`src/verilog/iesl_pkg.sv`:
```
// Package: register map, field layout, reset values and bus types of the enable/status block
package iesl_pkg;

	// ****************************************
	// Register map (byte addresses)
	// ****************************************
	localparam int         ADR_W          = 8;
	localparam logic [7:0] OFS_ENABLE_LOW = 8'h00;
	localparam logic [7:0] OFS_ACTIVE_LOW = 8'h04;
	localparam logic [7:0] OFS_ENABLE_MID = 8'h08;
	localparam logic [7:0] OFS_ACTIVE_MID = 8'h0C;
	localparam logic [7:0] OFS_VECTOR     = 8'h10;

	// ****************************************
	// Fields and reset values
	// ****************************************
	localparam int          REG_W         = 16;
	localparam int          REQ_W         = 32;
	localparam int          IDX_W         = 5;
	localparam int          UNUSED_BIT    = 0;
	localparam int          MID_BASE      = 16;
	localparam int          VEC_VALID_BIT = 8;
	localparam logic [15:0] ENABLE_RST    = 16'hFFFF;
	localparam logic [7:0]  VECTOR_BASE   = 8'h10;
	localparam logic [7:0]  VECTOR_LAST   = 8'h3F;

	// ****************************************
	// Bus types
	// ****************************************
	typedef struct packed {
		logic             cyc;
		logic             stb;
		logic             we;
		logic [ADR_W-1:0] adr;
		logic [3:0]       sel;
		logic [31:0]      dat;
	} iesl_wb_req_s;

	typedef enum logic {
		BUS_IDLE,
		BUS_ANSWER
	} iesl_bus_state_e;

endpackage

```
`src/verilog/iesl_prio_enc.sv`:
```
// Fixed-priority encoder: highest set bit of the pending word wins
`timescale 1ns/100ps
module iesl_prio_enc #(
	parameter int WIDTH = 32,
	parameter int IDX_W = 5
) (
	input  wire logic [WIDTH-1:0] pending_i,
	output logic                  found_o,
	output logic [IDX_W-1:0]      index_o
);

	// ****************************************
	// Priority chain, ascending so later bits override
	// ****************************************
	logic [IDX_W-1:0] chain_idx [WIDTH:0];
	logic [WIDTH:0]   chain_hit;

	assign chain_idx[0] = '0;
	assign chain_hit[0] = 1'b0;

	genvar g;
	generate
		for (g = 0; g < WIDTH; g++) begin : g_chain
			assign chain_idx[g+1] = pending_i[g] ? IDX_W'(g) : chain_idx[g];
			assign chain_hit[g+1] = pending_i[g] | chain_hit[g];
		end
	endgenerate

	assign found_o = chain_hit[WIDTH];
	assign index_o = chain_idx[WIDTH];

endmodule

```
`src/verilog/iesl_enable_status.sv`:
```
// Enable and status registers for maskable requests 1 to 31, with Wishbone slave
//
// The Wishbone register port and the register addresses were chosen for this implementation.
`timescale 1ns/100ps
// ****************************************
// How it works
// ****************************************
// How it works
// - The low enable register is 16 bits, read and write, bits 15..1 enable requests 15..1.
// - At reset the low enable register holds all ones, so every low request is enabled.
// - Bit 0 of the low enable register belongs to unused request 0 and affects nothing.
// - The middle enable register is 16 bits, read and write, resets to ones, gates 31..16.
// - An enable bit of one lets its request through and zero blocks it.
// - The low status register is read-only and shows request lines 15..1 on bits 15..1.
// - Status shows the raw line whatever the enable, so a blocked active request reads one.
// - Bit 0 of the low status register always reads zero.
// - The middle status register is read-only and shows requests 31..16 on bits 15..0.
// - A status bit reads one while its source requests and zero while it is idle.
// - Requests are levels and are never latched; they show only while held.
// - Only active and enabled requests compete for the vector, 10h plus the request number.
module iesl_enable_status (
	input  wire logic                  clk_i,
	input  wire logic                  rst_i,
	input  wire iesl_pkg::iesl_wb_req_s wb_i,
	input  wire logic [31:0]           req_i,
	output logic                       wb_ack_o,
	output logic [31:0]                wb_dat_o,
	output logic                       irq_request_o,
	output logic [7:0]                 irq_vector_o
);

	// ****************************************
	// State
	// ****************************************
	iesl_pkg::iesl_bus_state_e       bus_state;
	iesl_pkg::iesl_bus_state_e       next_bus_state;
	logic [iesl_pkg::REG_W-1:0]      source_enable_low;
	logic [iesl_pkg::REG_W-1:0]      source_enable_mid;
	logic [iesl_pkg::REG_W-1:0]      next_source_enable_low;
	logic [iesl_pkg::REG_W-1:0]      next_source_enable_mid;
	logic                            ack;
	logic                            next_ack;
	logic [31:0]                     rd_data;
	logic [31:0]                     next_rd_data;
	logic [iesl_pkg::REQ_W-1:0]      req_seen;
	logic [iesl_pkg::REQ_W-1:0]      next_req_seen;
	logic                            request;
	logic                            next_request;
	logic [7:0]                      vector;
	logic [7:0]                      next_vector;

	logic [iesl_pkg::REQ_W-1:0]      permit;
	logic [iesl_pkg::REQ_W-1:0]      pending;
	logic                            enc_found;
	logic [iesl_pkg::IDX_W-1:0]      enc_index;
	logic [iesl_pkg::ADR_W-1:0]      word_adr;
	logic [31:0]                     read_value;

	// ****************************************
	// Helpers
	// ****************************************
	function automatic logic [15:0] merge_bytes(
		input logic [15:0] old_value,
		input logic [31:0] wr_data,
		input logic [3:0]  sel
	);
		logic [15:0] res;
		res = old_value;
		if (sel[0]) begin
			res[7:0] = wr_data[7:0];
		end
		if (sel[1]) begin
			res[15:8] = wr_data[15:8];
		end
		return res;
	endfunction

	// ****************************************
	// Request sampling
	// ****************************************
	// Plain sample each cycle: levels only, nothing held once the line drops
	always_comb begin
		next_req_seen = req_i;
		next_req_seen[iesl_pkg::UNUSED_BIT] = 1'b0;
	end

	always_ff @(posedge clk_i) begin
		if (rst_i) begin
			req_seen <= '0;
		end else begin
			req_seen <= next_req_seen;
		end
	end

	// ****************************************
	// Gating and vector selection
	// ****************************************
	always_comb begin
		permit = {source_enable_mid, source_enable_low};
		permit[iesl_pkg::UNUSED_BIT] = 1'b0;
		pending = req_seen & permit;
	end

	iesl_prio_enc #(
		.WIDTH (iesl_pkg::REQ_W),
		.IDX_W (iesl_pkg::IDX_W)
	) u_prio (
		.pending_i (pending),
		.found_o   (enc_found),
		.index_o   (enc_index)
	);

	// No winner reads as the request-0 vector, the documented error value
	always_comb begin
		next_request = enc_found;
		next_vector  = iesl_pkg::VECTOR_BASE + {3'h0, enc_index};
	end

	always_ff @(posedge clk_i) begin
		if (rst_i) begin
			request <= 1'b0;
			vector  <= iesl_pkg::VECTOR_BASE;
		end else begin
			request <= next_request;
			vector  <= next_vector;
		end
	end

	// ****************************************
	// Read mux
	// ****************************************
	// Low two address bits ignored: each register is one aligned word
	always_comb begin
		word_adr   = {wb_i.adr[iesl_pkg::ADR_W-1:2], 2'b00};
		read_value = 32'h0000_0000;
		case (word_adr)
			iesl_pkg::OFS_ENABLE_LOW: begin
				read_value[15:0] = source_enable_low;
			end
			iesl_pkg::OFS_ACTIVE_LOW: begin
				read_value[15:0] = req_seen[15:0];
			end
			iesl_pkg::OFS_ENABLE_MID: begin
				read_value[15:0] = source_enable_mid;
			end
			iesl_pkg::OFS_ACTIVE_MID: begin
				read_value[15:0] = req_seen[iesl_pkg::MID_BASE +: 16];
			end
			iesl_pkg::OFS_VECTOR: begin
				read_value[7:0] = vector;
				read_value[iesl_pkg::VEC_VALID_BIT] = request;
			end
			default: begin
				read_value = 32'h0000_0000;
			end
		endcase
	end

	// ****************************************
	// Wishbone slave
	// ****************************************
	// One-cycle answer; the ANSWER state swallows the still-held strobe
	always_comb begin
		next_bus_state         = bus_state;
		next_ack               = 1'b0;
		next_rd_data           = 32'h0000_0000;
		next_source_enable_low = source_enable_low;
		next_source_enable_mid = source_enable_mid;
		case (bus_state)
			iesl_pkg::BUS_IDLE: begin
				if (wb_i.cyc && wb_i.stb) begin
					next_ack       = 1'b1;
					next_bus_state = iesl_pkg::BUS_ANSWER;
					if (wb_i.we) begin
						case (word_adr)
							iesl_pkg::OFS_ENABLE_LOW: begin
								next_source_enable_low =
									merge_bytes(source_enable_low, wb_i.dat, wb_i.sel);
							end
							iesl_pkg::OFS_ENABLE_MID: begin
								next_source_enable_mid =
									merge_bytes(source_enable_mid, wb_i.dat, wb_i.sel);
							end
							default: begin
								next_source_enable_low = source_enable_low;
							end
						endcase
					end else begin
						next_rd_data = read_value;
					end
				end
			end
			iesl_pkg::BUS_ANSWER: begin
				next_bus_state = iesl_pkg::BUS_IDLE;
			end
			default: begin
				next_bus_state = iesl_pkg::BUS_IDLE;
			end
		endcase
	end

	always_ff @(posedge clk_i) begin
		if (rst_i) begin
			bus_state         <= iesl_pkg::BUS_IDLE;
			ack               <= 1'b0;
			rd_data           <= 32'h0000_0000;
			source_enable_low <= iesl_pkg::ENABLE_RST;
			source_enable_mid <= iesl_pkg::ENABLE_RST;
		end else begin
			bus_state         <= next_bus_state;
			ack               <= next_ack;
			rd_data           <= next_rd_data;
			source_enable_low <= next_source_enable_low;
			source_enable_mid <= next_source_enable_mid;
		end
	end

	// ****************************************
	// Outputs
	// ****************************************
	assign wb_ack_o      = ack;
	assign wb_dat_o      = rd_data;
	assign irq_request_o = request;
	assign irq_vector_o  = vector;

endmodule

```
`config.mk`:
```
export PLATFORM = sky130hd
export DESIGN_NAME = iesl_enable_status
export DESIGN_NICKNAME = d
export VERILOG_FILES = /design/src/verilog/iesl_pkg.sv /design/src/verilog/iesl_prio_enc.sv /design/src/verilog/iesl_enable_status.sv
export SDC_FILE = /design/constraint.sdc
export NUM_CORES = 1
export LEC_CHECK = 0
export ABC_AREA = 1
export BUFFER_PORTS_ARGS = -buffer_cell sky130_fd_sc_hd__buf_2
export CORE_MARGIN = 3
export CORE_UTILIZATION = 50
export DETAILED_ROUTE_END_ITERATION = 8
export GPL_ROUTABILITY_DRIVEN = 0
export PLACE_DENSITY = 0.79
export SLEW_MARGIN = 20
export SYNTH_ARGS = -nofsm -noshare
export SYNTH_HDL_FRONTEND = slang
export SYNTH_SLANG_ARGS = --single-unit
```
`constraint.sdc`:
```
create_clock -name clk_i -period 2 [get_ports clk_i]
set_input_delay 0.2 -clock clk_i [delete_from_list [all_inputs] [get_ports clk_i]]
set_output_delay 0.2 -clock clk_i [all_outputs]
set_load 0.1 [all_outputs]
```
==> impl_metrics.env <==
export IMPL_status="finished, violations left"
export IMPL_violations="setup timing"
export IMPL_hpwlAfterDp_um=6660
export IMPL_cpMaxStageDelayCell="dfxtp_2"
export IMPL_holdPathStages=3
export IMPL_synth_mux_area_frac=0
export IMPL_nNetsFinal=672
export IMPL_power_density_mw_per_mm2=813
export IMPL_max_freq_mhz=485
export IMPL_core_area_sq_mm=0.00691
export IMPL_post_dp_cell_area_sq_mm=0.00414
export IMPL_rsz0062_at_grt="true"
export IMPL_num_vias=3470
export IMPL_yosysTopAreaCell="dfxtp_1"
export IMPL_r2r_start="source_enable_low[1]$_SDFFE_PP1P_"
export IMPL_n_antenna_cell=0
export IMPL_cp_max_fo=3
export IMPL_hold_path_class="in2reg"
export IMPL_htreeDepth=3
export IMPL_cp_slowest_stage_delay_ns=0.35
export IMPL_p_leak_nw=2.22
export IMPL_vdd_drop_max_mv=0.335
export IMPL_dr_pass1_iters=5
export IMPL_clock_skew_ns=0.00894
export IMPL_syn2layout_area_growth_pct=19.6
export IMPL_slew_headroom=0.407
export IMPL_clock_sinks=87
export IMPL_arrival_ns=2.35
export IMPL_overflow=0
export IMPL_synthCells=498
export IMPL_cp_end_kind="register"
export IMPL_synth_compound_area_frac=0.0779
export IMPL_synthArstFlopShare=0
export IMPL_synth_seq_cells=87
export IMPL_antenna_left=0
export IMPL_clkTransAtPathRegs_ns=0.08
export IMPL_grt_pass1_wl_um=14900
export IMPL_synth_simple_gate_area_share=0.343
export IMPL_hold_viol_final=0
export IMPL_finalWirelength_um=9110
export IMPL_grt_pass1_vias=3247
export IMPL_maxCapViolations=0
export IMPL_initial_utilization=0.526
export IMPL_num_io_pins=123
export IMPL_drive_gt1_frac=0.225
export IMPL_drtIter0Drc=263
export IMPL_cts_setup_buffers=0
export IMPL_synth_xor_area_share=0
export IMPL_netlist_top_cells_count="nand2_1 (193), dfxtp_1 (87), nor2_1 (49), inv_1 (41), nand3_1 (33)"
export IMPL_fin_area_sq_mm=0.00435
export IMPL_numCtsBuffers=9
export IMPL_dieArea_sq_mm=0.00832
export IMPL_synth_seq_area_share=0.480
export IMPL_num_rows=30
export IMPL_synth_top_family_by_area="simple AND/OR/NAND/NOR gates"
export IMPL_fin_tns_setup_ns=-0.0615
export IMPL_cp_startpoint="source_enable_low[1]$_SDFFE_PP1P_"
export IMPL_cts_root_buffer="clkbuf_8"
export IMPL_slew_violations=0
export IMPL_fillerInstances=633
export IMPL_multiInputGateArea_sq_mm=0.00160
export IMPL_holdCritStartpoint="req_i[5]"
export IMPL_portBuffers=83
export IMPL_die_w_um=91.2
export IMPL_synth_avg_cell_area_sq_um=7.29
export IMPL_clk_path_buf_depth=2
export IMPL_via_per_inst=5.02
export IMPL_min_period_over_period=1.03
export IMPL_required_ns=2.29
export IMPL_synthFlopType="dfxtp_1"
export IMPL_synth_edf_count=0
export IMPL_synth_top_area_share=0.480
export IMPL_track_usage=0.226
export IMPL_tritoncts="done"
export IMPL_wire_per_inst_um=13.2
export IMPL_finalSetupViolCount=1
export IMPL_synth_most_common_cell="nand2_1"
export IMPL_die_h_um=91.2
export IMPL_antenna_found_initial=0
export IMPL_min_period_ns=2.06
export IMPL_startpoint_type="register"
export IMPL_synth_fa_ha_area_frac=0
export IMPL_worstSetupPathType="reg2reg"
export IMPL_clk_latency_ns=0.35
export IMPL_tightest_slew_ns=0.883
export IMPL_grt_max_degree=40
export IMPL_seqCellArea_sq_mm=0.00175
export IMPL_r2r_cells=32
export IMPL_synthesis_area_sq_mm=0.00363
export IMPL_worst_slack_ns=-0.0615
export IMPL_synth_distinct_cells=27
export IMPL_hold_buffers=0
export IMPL_ys_top_cells_by_area="dfxtp_1 (48%), nand2_1 (20%), nor2_1 (5.1%)"
export IMPL_yosys_warnings=0
export IMPL_crit_top_cell="nand2_1"
export IMPL_drc=0
cells by family (layout without fill, tap and decap cells):
group                  count (synthesis)  after routing
and+or+nand+nor                      295            295
DFF                                   87             87
other                                  1             18
buffers and inverters                 77            157
AOI/OAI and AO/OA                     38             38
routing by layer:
metal	global-route usage	wire, um	part of all wire	vias to the layer above
met5	0	0	0	-
met4	0.117	207	0.023	0
met3	0.0481	911	0.10	23
met2	0.346	3990	0.44	192
met1	0.300	4000	0.44	1527
li1	-	-	-	1728
cells in the final DEF, fill, tap and decap left out, drive strengths merged, types with 2 or more instances in the layout:
master,instances
dfxtp,87
o21ai,2
nand4,2
nor3b,3
clkbuf,12
conb,18
nand3,33
a21oi,5
buf,94
inv,48
a22oi,8
a41oi,14
nor4,3
nand2,204
nor2,49
a31oi,5
o21bai,2
worst paths after layout:
path | slack (ns) | to
min | 0.04 | req_seen[5]$_SDFF_PP0_
max | -0.06 | irq_vector_o[0]$_SDFF_PP0_
min reg2reg | 0.49 | source_enable_low[0]$_SDFFE_PP1P_
max reg2reg | -0.06 | irq_vector_o[0]$_SDFF_PP0_
power breakdown:
group / internal (mW) / leakage [nW] / switching [mW] / total [mW]
clock network: 0.637 / 0.0985 / 0.578 / 1.22
registers: 1.78 / 0.713 / 0.0370 / 1.81
logic: 0.119 / 1.41 / 0.385 / 0.504
total: 2.53 / 2.22 / 1.00 / 3.53
cell type report:
class                      instances  share of cell area
inverter                          48              0.0415
clock inverter                     3             0.00979
timing repair buffer              94               0.115
clock buffer                      12              0.0357
sequential                        87               0.402
multi-input combinational        351               0.369
tap                               96              0.0276
state kept, by name, indices dropped and copies added, names as in the netlist:
| register | flops |
|---|---|
| req_seen | 31 |
| source_enable_low | 16 |
| source_enable_mid | 16 |
| wb_dat_o | 16 |
| irq_vector_o | 6 |
| bus_state | 1 |
| irq_request_o | 1 |
per-stage QoR:
stage	power (mW)	instances	utilization	setup slack (ns)	hold slack (ns)
final	3.53	691	0.629	-0.0615	0.0434
after global routing	3.67	691	0.629	-0.421	0.0343
after CTS	3.54	691	0.629	-0.0110	0.0344
after detailed placement	2.35	676	0.599	-0.0279	0.406
after global placement	2.35	676	0.599	0.0106	0.400
after floorplan	2.25	515	-	0.196	0.307
timing repair:
item / CTS / global route
gates resized for setup: 6 / 0
endpoints found under the setup margin: 1 / 1
cloned: 0 / 0
pin swaps: 0 / 0
critical path, delay by kind of cell, from the launching register on:
kind,cells,cell delay (ns)
buffers and inverters,1,0.05
AND/OR/NAND/NOR,30,1.50
AO/OA/AOI/OAI,1,0.11
flip-flops,1,0.35
Note: power is estimated with default switching activity, not from simulation.
